<file path="config.mk">
export PLATFORM = sky130hd
export DESIGN_NAME = output_clock_cfg
export DESIGN_NICKNAME = d
export VERILOG_FILES = /design/src/common/outcfg_pkg.sv /design/src/rtl/output_clock_cfg.sv
export SDC_FILE = /design/constraint.sdc
export NUM_CORES = 1
export LEC_CHECK = 0
export BUFFER_PORTS_ARGS = -buffer_cell sky130_fd_sc_hd__buf_4
export CAP_MARGIN = 5
export CORE_MARGIN = 10
export CORE_UTILIZATION = 45
export DETAILED_ROUTE_END_ITERATION = 10
export GPL_TIMING_DRIVEN = 0
export PLACE_DENSITY = 0.69
export SLEW_MARGIN = 5
export SYNTH_ARGS = -nofsm -noshare
export SYNTH_HDL_FRONTEND = slang
export SYNTH_SLANG_ARGS = --single-unit
</file>
<file path="constraint.sdc">
create_clock -name mclk -period 6.97 [get_ports mclk]
set_input_delay 1.394 -clock mclk [delete_from_list [all_inputs] [get_ports mclk]]
set_output_delay 1.394 -clock mclk [all_outputs]
set_load 0.02 [all_outputs]
</file>
<file path="src/common/outcfg_pkg.sv">
// Package: register map, field positions, codes and carrier types of the output config block
package outcfg_pkg;
    // Register indexes; the APB byte address is four times the index
    localparam logic [7:0]  IDX_AUX        = 8'h0A;
    localparam logic [7:0]  IDX_FMT        = 8'h0D;
    localparam logic [7:0]  IDX_DIV_LM     = 8'h0E;
    localparam logic [7:0]  IDX_DIV_H      = 8'h0F;
    localparam logic [7:0]  IDX_SPW        = 8'h10;
    localparam logic [7:0]  IDX_SPH        = 8'h11;
    localparam logic [7:0]  IDX_SPT        = 8'h12;
    localparam logic [7:0]  IDX_STATUS     = 8'h3F;
    // Storage slots of the shadowed configuration registers
    localparam int          CFG_SLOTS      = 7;
    localparam logic [2:0]  SLOT_AUX       = 3'h0;
    localparam logic [2:0]  SLOT_FMT       = 3'h1;
    localparam logic [2:0]  SLOT_DIV_LM    = 3'h2;
    localparam logic [2:0]  SLOT_DIV_H     = 3'h3;
    localparam logic [2:0]  SLOT_SPW       = 3'h4;
    localparam logic [2:0]  SLOT_SPH       = 3'h5;
    localparam logic [2:0]  SLOT_SPT       = 3'h6;
    localparam logic [15:0] CFG_RESET [CFG_SLOTS] = '{16'h0000, 16'h0007, 16'h0501, 16'h0003,
                                                      16'h0640, 16'h0258, 16'h0606};
    localparam logic [15:0] CFG_MASK  [CFG_SLOTS] = '{16'hFFFF, 16'h0FFF, 16'hEFEF, 16'h00EF,
                                                      16'h0FFF, 16'h0FFF, 16'hFFFF};
    // Output format control fields
    localparam int          FMT_SPOOF_EN   = 0;
    localparam int          FMT_VAR_RATE   = 6;
    localparam int          FMT_SYNC_CODES = 10;
    localparam int          FMT_FREEZE     = 11;
    // Divisor fields
    localparam int          DIV_W          = 4;
    localparam int          DIV_LOW_LSB    = 0;
    localparam int          DIV_MID_LSB    = 8;
    localparam int          DIV_HIGH_LSB   = 0;
    // Status register fields
    localparam int          STAT_SEL_LSB   = 0;
    localparam int          STAT_ADAPT_LSB = 2;
    localparam int          STAT_FREEZE    = 4;
    localparam int          STAT_INSERT    = 5;
    // Sync markers, sent most significant byte first
    localparam logic [31:0] FRAME_START_MARKER = 32'hFF0000AB;
    localparam logic [31:0] FRAME_END_MARKER   = 32'hFF0000B6;
    localparam logic [31:0] LINE_START_MARKER  = 32'hFF000080;
    localparam logic [31:0] LINE_END_MARKER    = 32'hFF00009D;
    localparam logic [1:0]  MARKER_LAST        = 2'h3;

    typedef enum logic [1:0] {SRC_LOW, SRC_MID, SRC_HIGH} clk_src_t;
    typedef enum logic [2:0] {MK_PASS, MK_FS, MK_LS, MK_LE, MK_FE} marker_state_t;

    typedef struct packed {
        logic [7:0] data;
        logic       sof;
        logic       line_start_marker;
        logic       line_end_marker;
        logic       eof;
    } pix_beat_t;

    typedef struct packed {
        logic [11:0] paddr;
        logic        psel;
        logic        penable;
        logic        pwrite;
        logic [31:0] pwdata;
    } apb_req_t;

    typedef struct packed {
        logic [31:0] prdata;
        logic        pready;
        logic        pslverr;
    } apb_rsp_t;
endpackage

</file>
<file path="src/rtl/output_clock_cfg.sv">
// Output stage configuration: shadow registers, sync-code insertion, adaptive pixel clock
//
// Register access over APB was decided locally.
module output_clock_cfg #(
    parameter int FIFO_DEPTH = 512,
    parameter int FW         = $clog2(FIFO_DEPTH + 1)
) (
    input  wire logic                  mclk,
    input  wire logic                  rst,
    input  wire logic                  ce,
    input  wire outcfg_pkg::apb_req_t  apb_req,
    output      outcfg_pkg::apb_rsp_t  apb_rsp,
    input  wire logic                  in_vblank,
    input  wire logic                  uncompressed,
    input  wire logic [FW-1:0]         fifo_fill,
    input  wire logic                  pix_valid,
    output      logic                  pix_ready,
    input  wire outcfg_pkg::pix_beat_t pix_in,
    output      logic                  out_valid,
    input  wire logic                  out_ready,
    output      logic [7:0]            out_data,
    output      logic                  pixel_output_clock,
    output      logic                  pixel_clock_tick
);
    localparam logic [FW+1:0] TH_FULL = (FW + 2)'(FIFO_DEPTH);
    localparam logic [FW+1:0] TH_3Q   = (FW + 2)'(3 * FIFO_DEPTH);

    typedef struct packed {
        logic [outcfg_pkg::CFG_SLOTS-1:0][15:0]   cfg;
        logic [outcfg_pkg::CFG_SLOTS-1:0][15:0]   shadow;
        logic [1:0]                               vb_sync;
        logic                                     vb_prev;
        logic [31:0]                              prdata;
        outcfg_pkg::marker_state_t                mk;
        logic [1:0]                               mk_cnt;
        logic                                     hdr_done;
        logic                                     eof_pend;
        logic                                     out_valid;
        logic [7:0]                               out_data;
        logic [2:0][outcfg_pkg::DIV_W-1:0]        div_cnt;
        outcfg_pkg::clk_src_t                     sel;
        outcfg_pkg::clk_src_t                     adapt;
        logic                                     pclk;
        logic                                     tick;
    } state_t;

    state_t                       st_reg;
    state_t                       st_next;
    state_t                       st_reset;
    logic [7:0]                   widx;
    logic                         hit;
    logic [2:0]                   slot;
    logic                         setup_ph;
    logic                         access_ph;
    logic                         frame_start;
    logic                         frz;
    logic                         ins;
    logic                         load;
    logic                         need_hdr;
    logic [31:0]                  marker;
    logic [FW+1:0]                fill_x2;
    logic [FW+1:0]                fill_x4;
    logic [2:0][outcfg_pkg::DIV_W-1:0] eff_div;
    logic [2:0]                   src_lvl;
    logic [2:0]                   src_wrap;
    logic [2:0]                   restart;
    logic                         do_switch;

    // Reset image of the whole state
    always_comb begin
        st_reset = '0;
        for (int i = 0; i < outcfg_pkg::CFG_SLOTS; i++) begin
            st_reset.cfg[i]    = outcfg_pkg::CFG_RESET[i];
            st_reset.shadow[i] = outcfg_pkg::CFG_RESET[i];
        end
        st_reset.mk    = outcfg_pkg::MK_PASS;
        st_reset.sel   = outcfg_pkg::SRC_LOW;
        st_reset.adapt = outcfg_pkg::SRC_LOW;
    end

    // APB address decode
    assign widx      = apb_req.paddr[9:2];
    assign setup_ph  = apb_req.psel && !apb_req.penable;
    assign access_ph = apb_req.psel && apb_req.penable;
    always_comb begin
        hit  = 1'b1;
        slot = outcfg_pkg::SLOT_AUX;
        if (apb_req.paddr[11:10] != 2'h0) begin
            hit = 1'b0;
        end else if (widx == outcfg_pkg::IDX_AUX) begin
            slot = outcfg_pkg::SLOT_AUX;
        end else if (widx == outcfg_pkg::IDX_FMT) begin
            slot = outcfg_pkg::SLOT_FMT;
        end else if (widx == outcfg_pkg::IDX_DIV_LM) begin
            slot = outcfg_pkg::SLOT_DIV_LM;
        end else if (widx == outcfg_pkg::IDX_DIV_H) begin
            slot = outcfg_pkg::SLOT_DIV_H;
        end else if (widx == outcfg_pkg::IDX_SPW) begin
            slot = outcfg_pkg::SLOT_SPW;
        end else if (widx == outcfg_pkg::IDX_SPH) begin
            slot = outcfg_pkg::SLOT_SPH;
        end else if (widx == outcfg_pkg::IDX_SPT) begin
            slot = outcfg_pkg::SLOT_SPT;
        end else if (widx != outcfg_pkg::IDX_STATUS) begin
            hit = 1'b0;
        end
    end

    assign apb_rsp.pready  = access_ph && ce;
    assign apb_rsp.pslverr = access_ph && ce && !hit;
    assign apb_rsp.prdata  = st_reg.prdata;

    // Control derived from live and shadow values
    assign frame_start = st_reg.vb_prev && !st_reg.vb_sync[1];
    assign frz         = st_reg.cfg[outcfg_pkg::SLOT_FMT][outcfg_pkg::FMT_FREEZE];
    assign ins         = st_reg.shadow[outcfg_pkg::SLOT_FMT][outcfg_pkg::FMT_SPOOF_EN]
                      && st_reg.shadow[outcfg_pkg::SLOT_FMT][outcfg_pkg::FMT_SYNC_CODES]
                      && uncompressed;
    assign load        = !st_reg.out_valid || out_ready;
    assign need_hdr    = ins && (pix_in.sof || pix_in.line_start_marker) && !st_reg.hdr_done;
    assign pix_ready   = ce && load && (st_reg.mk == outcfg_pkg::MK_PASS) && !need_hdr;
    assign out_valid   = st_reg.out_valid;
    assign out_data    = st_reg.out_data;
    assign fill_x2     = {1'b0, fifo_fill, 1'b0};
    assign fill_x4     = {fifo_fill, 2'b00};

    always_comb begin
        case (st_reg.mk)
            outcfg_pkg::MK_FS: marker = outcfg_pkg::FRAME_START_MARKER;
            outcfg_pkg::MK_FE: marker = outcfg_pkg::FRAME_END_MARKER;
            outcfg_pkg::MK_LS: marker = outcfg_pkg::LINE_START_MARKER;
            default:           marker = outcfg_pkg::LINE_END_MARKER;
        endcase
    end

    // Divisors from shadow copies, zero treated as one
    assign eff_div[0] = st_reg.shadow[outcfg_pkg::SLOT_DIV_LM][outcfg_pkg::DIV_LOW_LSB +: 4];
    assign eff_div[1] = st_reg.shadow[outcfg_pkg::SLOT_DIV_LM][outcfg_pkg::DIV_MID_LSB +: 4];
    assign eff_div[2] = st_reg.shadow[outcfg_pkg::SLOT_DIV_H][outcfg_pkg::DIV_HIGH_LSB +: 4];

    // Three divided sources: high for ceil(N/2) cycles, low for the rest
    for (genvar g = 0; g < 3; g++) begin : g_src
        logic [outcfg_pkg::DIV_W-1:0] n;
        assign n           = (eff_div[g] == 4'h0) ? 4'h1 : eff_div[g];
        assign src_lvl[g]  = {1'b0, st_reg.div_cnt[g]} < (({1'b0, n} + 5'h01) >> 1);
        assign src_wrap[g] = st_reg.div_cnt[g] >= (n - 4'h1);
        assign restart[g]  = do_switch && (st_reg.adapt == outcfg_pkg::clk_src_t'(g));
    end

    // Change source only at the end of a whole period of the current one
    assign do_switch = src_wrap[st_reg.sel] && (st_reg.adapt != st_reg.sel);

    assign pixel_output_clock = st_reg.pclk;
    assign pixel_clock_tick   = st_reg.tick;

    always_comb begin
        st_next = st_reg;
        // Input blanking level from another domain
        st_next.vb_sync = {st_reg.vb_sync[0], in_vblank};
        st_next.vb_prev = st_reg.vb_sync[1];
        // Register access
        if (setup_ph && !apb_req.pwrite) begin
            st_next.prdata = '0;
            if (widx == outcfg_pkg::IDX_STATUS) begin
                st_next.prdata[outcfg_pkg::STAT_SEL_LSB +: 2]   = st_reg.sel;
                st_next.prdata[outcfg_pkg::STAT_ADAPT_LSB +: 2] = st_reg.adapt;
                st_next.prdata[outcfg_pkg::STAT_FREEZE]         = frz;
                st_next.prdata[outcfg_pkg::STAT_INSERT]         = ins;
            end else if (hit) begin
                st_next.prdata[15:0] = st_reg.cfg[slot];
            end
        end
        if (access_ph && apb_req.pwrite && hit && widx != outcfg_pkg::IDX_STATUS) begin
            st_next.cfg[slot] = apb_req.pwdata[15:0] & outcfg_pkg::CFG_MASK[slot];
        end
        // Shadow load at end of vertical blanking unless frozen
        if (frame_start && !frz) begin
            st_next.shadow = st_reg.cfg;
        end
        // Marker insertion around each line and frame
        if (out_ready) begin
            st_next.out_valid = 1'b0;
        end
        if (load) begin
            case (st_reg.mk)
                outcfg_pkg::MK_PASS: begin
                    if (pix_valid && need_hdr) begin
                        st_next.mk     = pix_in.sof ? outcfg_pkg::MK_FS : outcfg_pkg::MK_LS;
                        st_next.mk_cnt = 2'h0;
                    end else if (pix_valid) begin
                        st_next.out_valid = 1'b1;
                        st_next.out_data  = pix_in.data;
                        st_next.hdr_done  = 1'b0;
                        if (ins && pix_in.line_end_marker) begin
                            st_next.mk       = outcfg_pkg::MK_LE;
                            st_next.mk_cnt   = 2'h0;
                            st_next.eof_pend = pix_in.eof;
                        end
                    end
                end
                default: begin
                    st_next.out_valid = 1'b1;
                    st_next.out_data  = marker[(5'd31 - {st_reg.mk_cnt, 3'b000}) -: 8];
                    st_next.mk_cnt    = st_reg.mk_cnt + 2'h1;
                    if (st_reg.mk_cnt == outcfg_pkg::MARKER_LAST) begin
                        case (st_reg.mk)
                            outcfg_pkg::MK_FS: st_next.mk = outcfg_pkg::MK_LS;
                            outcfg_pkg::MK_LE: begin
                                st_next.mk = st_reg.eof_pend ? outcfg_pkg::MK_FE
                                                             : outcfg_pkg::MK_PASS;
                            end
                            default: st_next.mk = outcfg_pkg::MK_PASS;
                        endcase
                        st_next.hdr_done = (st_reg.mk == outcfg_pkg::MK_LS);
                    end
                end
            endcase
        end
        // Adaptive source choice with hysteresis
        if (frame_start ||
            !st_reg.shadow[outcfg_pkg::SLOT_FMT][outcfg_pkg::FMT_VAR_RATE]) begin
            st_next.adapt = outcfg_pkg::SRC_LOW;
        end else begin
            case (st_reg.adapt)
                outcfg_pkg::SRC_LOW: begin
                    if (fill_x2 >= TH_FULL) begin
                        st_next.adapt = outcfg_pkg::SRC_MID;
                    end
                end
                outcfg_pkg::SRC_MID: begin
                    if (fill_x4 >= TH_3Q) begin
                        st_next.adapt = outcfg_pkg::SRC_HIGH;
                    end else if (fill_x4 < TH_FULL) begin
                        st_next.adapt = outcfg_pkg::SRC_LOW;
                    end
                end
                default: begin
                    if (fill_x2 < TH_FULL) begin
                        st_next.adapt = outcfg_pkg::SRC_MID;
                    end
                end
            endcase
        end
        // Dividers and output clock
        if (do_switch) begin
            st_next.sel = st_reg.adapt;
        end
        for (int i = 0; i < 3; i++) begin
            if (restart[i] || src_wrap[i]) begin
                st_next.div_cnt[i] = 4'h0;
            end else begin
                st_next.div_cnt[i] = st_reg.div_cnt[i] + 4'h1;
            end
        end
        st_next.pclk = src_lvl[st_reg.sel];
        st_next.tick = src_wrap[st_reg.sel];
    end

    always_ff @(posedge mclk) begin
        if (rst) begin
            st_reg <= st_reset;
        end else if (ce) begin
            st_reg <= st_next;
        end
    end
endmodule
</file>
==> flow_summary.ini, run 1 <==
[run_status]
status = completed

[sta]
hold_viol = 0
fin_crit_ns = 4.57
max-slew-margin-rel = 0.433
fmax_ghz = 0.219
drv_slew = 0
rsz0062_at_grt = no
tns_ns = 0
clock_skew_ns = 0.00889
hold_slack_ns = 0.453
min_period_over_period = 0.656
tightest_slew_ns = 0.851
setup_viol = 0

[setup_path]
reg2reg_depth = 13
r2r-start = eff_div[6]
crit_start = apb_req[37]
startpoint_type = input port
crit_arrival_ns = 3.18
path_class = input port to output port
reg2reg_slack_ns = 3.88
end_kind = output port
worstReg2RegEnd = st_reg[16]
path_max_fanout = 10
crit_required_ns = 5.58

[global_route]
grt_usage = 0.212
grt_pass1_wl_um = 43700
antenna_found_initial = 0
grt_pass1_vias = 7657
grt_max_degree = 18
gr-total-overflow = 0

[yosys]
synth_flop_cell = dfxtp_1
syn_inst = 1081
synth_cell_types = 79
synth.area.top_cells = dfxtp_1 40%, mux2i_1 6.5%, nand2_1 6.1%
synth.most_common_cell = dfxtp_1
synth_area_um2 = 9110
yosysWarnings = 0
synth-seq-area-share = 0.396
avgSynthCellArea_um2 = 8.43
synth_top_area_share = 0.396
synthTopCellsByCount = 180 x dfxtp_1, 148 x nand2_1, 111 x nor2_1, 81 x a21oi_1, 59 x mux2i_1
synth_edf_count = 0
synthArstFlopShare = 0
ys_ff_latch = 180
yosys.area.top_type = dfxtp_1

[hold_path]
whs_endpoint = apb_rsp[15]
hold_start = apb_rsp[15]
min_path_type = flop to flop
hold_depth = 2

[clock_network]
hold_buffers = 0
cts-buffers-inserted = 17
cts_tree = yes
htree_levels = 4
clockBufferDepth = 2
path_clk_slew_ns = 0.07
cts_num_sinks = 180
post_cts_resized = 0
post-cts-setup-buffers = 0
cts_root_buf = clkbuf_16
insertion_delay_ns = 0.44

[route]
viasPerCell = 5.57
post_drt_wl_per_cell_um = 19.2
vias = 8203
drt_iter0_drc = 856
drtPass1Iterations = 6
post-route-drc-count = 0
antenna_left = 0
drt_wl_total_um = 28300

[power_and_ir_drop]
p_leak_nw = 4.40
ir_drop_mv = 0.170
power.density_nw_per_um2 = 207

[place]
place_hpwl_um = 21100
numPortBuffers = 80
place_inst = 1441
gp_congestion = 0.909

[floorplanning]
core_region_area_um2 = 19700
die_x_um = 162
fp.dieArea_um2 = 26300
start_util = 0.462
die_h_um = 162
rows = 51
ioPinCount = 122

[layout]
largest_register_ff_count = 138
syn_to_final_growth_pct = 17.5
layout.nets = 1300
antenna_cells = 0
layout-drive-gt1-share = 0.164
fin_cells = 1472

[flow_run]
max-cap-violations = 0
per-stage QoR:
| stage | setup WS, ns | area (um^2) | utilization | power [mW] |
|---|---|---|---|---|
| after floorplan | 3.21 | 9170 | - | 1.16 |
| after global placement | 2.45 | 10100 | 0.512 | 1.24 |
| after detailed placement | 2.44 | 10100 | 0.512 | 1.24 |
| after CTS | 2.43 | 10700 | 0.543 | 2.23 |
| after global routing | 2.29 | 10700 | 0.543 | 2.29 |
| final | 2.40 | 10700 | 0.543 | 2.22 |
layout make-up:
cell class | count | area, um^2
clock buffers | 18 | 439
plain buffers | 105 | 593
multi-input cells | 796 | 4910
inverters | 15 | 56.3
well taps | 265 | 332
fillers | 1868 | 9010
clock inverters | 13 | 168
flip-flops and latches | 180 | 3600
repair buffers | 80 | 601
how the worst max path moves through the flow:
stage / to / cells past startpoint
finish: apb_rsp[0] / 6
detailed placement: apb_rsp[0] / 6
floorplan: apb_rsp[0] / 4
global route: apb_rsp[0] / 6
global placement: apb_rsp[0] / 6
CTS: apb_rsp[0] / 6
logic make-up after synthesis:
group,count (synthesis),synth area share
and+or+nand+nor,438,0.240
AOI/OAI and AO/OA,233,0.166
DFF,180,0.396
buffers and inverters,120,0.0713
muxes,68,0.0760
adders and majority gates,30,0.0409
xor gates and xnor gates,11,0.0106
other,1,0.000412
layer usage:
layer	GRT usage	vias to the layer above	wire length, um
li1	-	3982	-
met1	0.275	3840	12300
met2	0.334	325	13000
met3	0.0546	56	2350
met4	0.0715	0	691
met5	0	-	0
worst max-delay path, cell delays in order:
cell and delay, ns:
buf_4 0.09, clkbuf_1 0.50, nand2_1 0.21, a311oi_2 0.66
nor2b_1 0.12, buf_4 0.19
cells in the final DEF (no fill, tap or decap), types with 5 or more instances in the layout:
cell type  synthesis  routed
o21ai_1           13      13
a211oi_1          14      14
nand3b_1          17      17
nor2_1           111     111
o21ai_0           27      27
o31ai_1            7       7
ha_1              29      29
and2_1            28      28
and3_1            11      11
conb_1             1      16
o22ai_1           21      21
xnor2_1            7       7
clkbuf_16          0      17
nand2_1          148     148
nand3_1           31      31
dfxtp_1          180     180
a22oi_1            9       9
inv_1             14      14
a31oi_1            6       6
nor3b_1            8       8
nor2b_1           11      11
a211o_1           18      18
mux2_2             9       9
nand2b_1          24      24
mux2i_1           59      59
a221o_1            5       5
nor3_1            16      16
a21oi_1           81      81
buf_4             41     121
nand3_2            5       5
clkbuf_1          46      46
buf_2             12      12
report_power, final:
group          internal, mW  switching (mW)
Sequential             1.04         0.00754
Combinational        0.0676           0.107
Clock                 0.550           0.452
Note: power is estimated with default switching activity, not from simulation.
==> inputs of run 2 (changes only) <==
- PLACE_DENSITY: 0.69 -> 0.71
- clock period: 6.97 -> 3.9 ns (I/O delays scaled with it)
==> run 2 against run 1 <==
  * Setup slack got worse by 1.8 ns
  * Non-clock buffer count stayed put
  * Final area increased by 0.25%
  * Global-route usage is 0.38 points lower
  * Routed wire length shrank 2.1%
  * Clock-buffer cell count shrank 1
  * Flip-flop and latch count did not move
  * Sequential power grew 79%
  * Highest routed layer unchanged
==> flow_summary.ini, run 2 (synthesis results as in run 1) <==
[run_status]
status = completed

[route]
post_drt_wl_per_cell_um = 18.8
post-route-drc-count = 0
viasPerCell = 5.61
antenna_left = 0
drt_iter0_drc = 908
drt_wl_total_um = 27700
drtPass1Iterations = 6
vias = 8260

[setup_path]
reg2reg_depth = 12
slowest_stage = a311oi_2
path_common_cell = buf_4
crit_arrival_ns = 2.50
startpoint_type = input port
critical_path.cell_chain = buf_4 > clkbuf_1 > nand2_1 > a311oi_2 > nor2b_1 > buf_4
crit_required_ns = 3.12
critPathMaxStageDelay_ns = 0.70
path_class = input port to output port
path_max_fanout = 10
end_kind = output port

[clock_network]
post-cts-setup-buffers = 0
insertion_delay_ns = 0.44
cts-buffers-inserted = 17
path_clk_slew_ns = 0.07
cts_num_sinks = 180
hold_buffers = 0
cts_root_buf = clkbuf_16
clockBufferDepth = 2
cts_tree = yes
post_cts_resized = 0
htree_levels = 4

[sta]
hold_viol = 0
tightest_slew_ns = 0.879
fin_crit_ns = 3.28
min_period_over_period = 0.840
rsz0062_at_grt = no
tns_ns = 0
setup_viol = 0
drv_slew = 0
fmax_ghz = 0.305
clock_skew_ns = 0.00622
max-slew-margin-rel = 0.411

[layout]
final_util = 0.544
layout.nets = 1300
syn_to_final_growth_pct = 17.8
fin_cells = 1473
layout_commonest_cell = dfxtp_1
antenna_cells = 0
final_cell_mix = 180 x dfxtp_1, 148 x nand2_1, 121 x buf_4
layout-drive-gt1-share = 0.165
largest_register_ff_count = 138
design_area_um2 = 10700

[global_route]
grt_usage = 0.208
grt_pass1_wl_um = 43500
grt_pass1_vias = 7714
grt_max_degree = 19
gr-total-overflow = 0
antenna_found_initial = 0

[place]
gp_congestion = 0.935
placed_cell_area_um2 = 10100
place_hpwl_um = 20700
place_inst = 1441
numPortBuffers = 80

[floorplanning]
die_x_um = 162
fp.dieArea_um2 = 26300
core_region_area_um2 = 19700
start_util = 0.462
die_h_um = 162
ioPinCount = 122
rows = 51

[power_and_ir_drop]
power.density_nw_per_um2 = 377
ir_drop_mv = 0.294
power_mw = 4.04
p_leak_nw = 4.42

[hold_path]
min_path_type = flop to flop
hold_depth = 2

[flow_run]
max-cap-violations = 0
[run 2: cell types whose count changed in the layout (fill, tap and decap cells not counted), sizes merged]
| cell | delta |
|---|---|
| bufinv | +1 |
| inv | +2 |
| clkinvlp | -1 |
| clkbuf | -1 |
[run 2: path summary, 6_finish.rpt]
path	startpoint	endpoint	slack, ns
hold reg to reg	apb_rsp[13]	apb_rsp[13]	0.45
setup / recovery	apb_req[37]	apb_rsp[0]	0.62
setup reg to reg	eff_div[5]	st_reg[16]	0.90
hold / removal	apb_rsp[13]	apb_rsp[13]	0.45
[run 2: critical path: cells and delay by family]
family	cells	cell delay (ns)
buffers and inverters	3	0.72
AO/OA/AOI/OAI	1	0.70
AND/OR/NAND/NOR	2	0.30
[run 2: through the flow]
| stage | hold WS [ns] | setup slack [ns] |
|---|---|---|
| 5_1_grt | 0.474 | 0.532 |
| 2_1_floorplan | 0.424 | 1.21 |
| 4_1_cts | 0.454 | 0.750 |
| 6_report | 0.453 | 0.622 |
| 3_5_place_dp | 0.439 | 0.673 |
| 3_3_place_gp | 0.439 | 0.629 |
[run 2: area by class of cell]
type                            count  area (um^2)
Multi-Input combinational cell    796         4910
Buffer                            105          593
Clock inverter                     15          208
Tap cell                          265          332
Timing Repair Buffer               80          601
Fill cell                        1826         8990
Sequential cell                   180         3600
Inverter                           15         56.3
Clock buffer                       17          425
[run 2: per-layer routing]
metal / vias to the layer above / GRT usage / share of wire
met1: 3829 / 0.269 / 0.42
met3: 72 / 0.0574 / 0.094
met2: 370 / 0.321 / 0.45
li1: 3989 / - / -
met5: - / 0 / 0
met4: 0 / 0.0823 / 0.033
[run 2: power breakdown]
group	switching [mW]	internal (mW)	leakage, nW
sequential	0.0139	1.85	1.45
combinational	0.192	0.121	2.66
clock	0.824	1.04	0.304
==> inputs of run 3 (changes only) <==
- ABC_AREA: unset -> 1
- PLACE_DENSITY: 0.71 -> 0.69
- clock period: 3.9 -> 3.4 ns (I/O delays scaled with it)
==> run 3 against run 2 <==
  * Largest cell class unchanged
  * Final cell count increased by 21%
  * Critical path type is now input port to flop
  * Final area up 2.8%
  * Clock power is 9% higher
  * Sequential power grew 18%
  * Largest power group unchanged
  * Critical endpoint is now apb_rsp[10]
  * Utilization fell by 0.42 points
==> flow_summary.ini, run 3 <==
[yosys]
yosysWarnings = 0
avgSynthCellArea_um2 = 6.80
synth_top_area_share = 0.381
synthTopCellsByCount = 310 x nand2_1, 186 x nor2_1, 180 x dfxtp_1, 127 x inv_1, 115 x o21ai_0
yosys.area.top_type = dfxtp_1
ys_ff_latch = 180
synth_flop_cell = dfxtp_1
synth_cell_types = 41
synthArstFlopShare = 0
synth.area.top_cells = dfxtp_1 38%, nand2_1 12%, nor2_1 7.4%
synth_edf_count = 0
synth.most_common_cell = nand2_1
synth_area_um2 = 9450
synth-seq-area-share = 0.381
syn_inst = 1389

[setup_path]
crit_start = apb_req[44]
path_class = input port to flop
crit_arrival_ns = 3.13
path_max_fanout = 10
r2r-start = eff_div[2]
critPathCapture = apb_rsp[10]
cp.depth = 13
reg2reg_slack_ns = 0.91
worstReg2RegEnd = st_reg[11]
end_kind = flop
critPathMaxStageDelay_ns = 0.34
reg2reg_depth = 19
slowest_stage = buf_2
crit_required_ns = 3.71
path_buf_inv = 3
startpoint_type = input port
crit_family = simple AND/OR/NAND/NOR gates
critical_path.cell_chain = buf_4 > nor2_4 > nand2_2 > nor2_2 > nand3_1 > nand3_1 > nand2_1 > buf_4 > nor2_2 > buf_2 > o21ai_0 > nand4_1 > a21oi_1

[route]
drt_iter0_drc = 971
antenna_left = 0
drtPass1Iterations = 6
post_drt_wl_per_cell_um = 17.0
post-route-drc-count = 0
viasPerCell = 5.22
vias = 9326
drt_wl_total_um = 30400

[floorplanning]
rows = 52
start_util = 0.462
die_h_um = 165
core_region_area_um2 = 20400
fp.dieArea_um2 = 27200
die_x_um = 165
ioPinCount = 122

[clock_network]
cts_num_sinks = 180
cts-buffers-inserted = 17
cts_root_buf = clkbuf_16
path_clk_slew_ns = 0.07
insertion_delay_ns = 0.44
cts_tree = yes
post_cts_resized = 0
clockBufferDepth = 2
post-cts-setup-buffers = 0
htree_levels = 4
hold_buffers = 0

[power_and_ir_drop]
power_switching_mw = 1.30
p_seq_frac = 0.460
p_leak_nw = 5.27
p_sw_frac = 0.272
power_frac_comb = 0.116
clkPwrFrac = 0.424
ir_drop_mv = 0.310
p_int_mw = 3.47
power.density_nw_per_um2 = 433

[layout]
syn_to_final_growth_pct = 16.8
seq_area_um2 = 3600
design_area_um2 = 11000
largest_register_ff_count = 138
final_cell_mix = 310 x nand2_1, 186 x nor2_1, 180 x dfxtp_1
antenna_cells = 0
layout-drive-gt1-share = 0.143
layout.nets = 1607
layout_commonest_cell = nand2_1
multi_input_area_um2 = 4760
fillers = 2064

[global_route]
grt_pass1_vias = 8749
grt_usage = 0.223
grt_max_degree = 17
grt_pass1_wl_um = 47300
antenna_found_initial = 1
gr-total-overflow = 0

[sta]
hold_slack_ns = 0.435
clock_skew_ns = 0.00969
drv_slew = 0
min_period_over_period = 0.829
fin_crit_ns = 2.82
tightest_slew_ns = 0.854
tns_ns = 0
max-slew-margin-rel = 0.426
fmax_ghz = 0.355
setup_viol = 0
hold_viol = 0
rsz0062_at_grt = no

[flow_run]
max-cap-violations = 0

[place]
gp_congestion = 0.965
numPortBuffers = 79
place_hpwl_um = 22700
placed_cell_area_um2 = 10400

[run_status]
status = completed

[hold_path]
hold_start = st_reg[238]
min_path_type = flop to flop
-- run 3: worst min path at each step --
| stage | to | slack (ns) | depth (start not counted) |
|---|---|---|---|
| floorplan | st_reg[233] | 0.41 | 2 |
| global placement | st_reg[238] | 0.42 | 2 |
| detailed placement | st_reg[238] | 0.42 | 2 |
| CTS | st_reg[238] | 0.43 | 2 |
| global route | st_reg[237] | 0.45 | 2 |
| finish | st_reg[238] | 0.44 | 2 |
-- run 3: stage by stage --
stage / power [mW] / util / cells / setup WS, ns
after floorplan: 2.58 / - / 1404 / 0.939
after global placement: 2.78 / 0.511 / 1753 / 0.136
after detailed placement: 2.79 / 0.511 / 1753 / 0.110
after CTS: 4.78 / 0.540 / 1785 / 0.551
after global routing: 4.94 / 0.540 / 1785 / 0.447
final: 4.77 / 0.540 / 1785 / 0.583
-- run 3: cell type report --
class,instances,area share
Clock inverter,13,0.0135
Sequential cell,180,0.327
Buffer,104,0.0550
Clock buffer,19,0.0401
Multi-Input combinational cell,978,0.432
Tap cell,270,0.0306
Inverter,142,0.0484
Timing Repair Buffer,79,0.0538
-- run 3: cells by family (layout without fill, tap and decap cells) --
kind of cell,count (synthesis),in the layout,synth area share
and+or+nand+nor,686,686,0.315
buffers and inverters,246,357,0.121
AOI/OAI and AO/OA,229,229,0.127
DFF,180,180,0.381
adders and majority gates,29,29,0.0384
xor gates and xnor gates,16,16,0.0148
muxes,2,2,0.00212
other,1,16,0.000397
-- run 3: worst min-delay path, stage by stage (launching register included) --
cell     delay [ns]
dfxtp_1        0.31
nand2_1        0.06
nor2_1         0.03
-- run 3: per-layer routing --
layer	global-route usage	vias up	part of all wire
li1	-	4642	-
met1	0.281	4273	0.42
met2	0.368	354	0.47
met3	0.0421	55	0.077
met4	0.0906	2	0.034
met5	0	-	0.00046
-- run 3: power groups by stage --
stage	Sequential, mW	Combinational (mW)	Clock [mW]
3_3_place_gp	2.24	0.538	0
3_5_place_dp	2.25	0.546	0
5_1_grt	2.20	0.617	2.12
4_1_cts	2.20	0.549	2.03
2_1_floorplan	2.24	0.346	0
6_report	2.20	0.552	2.02
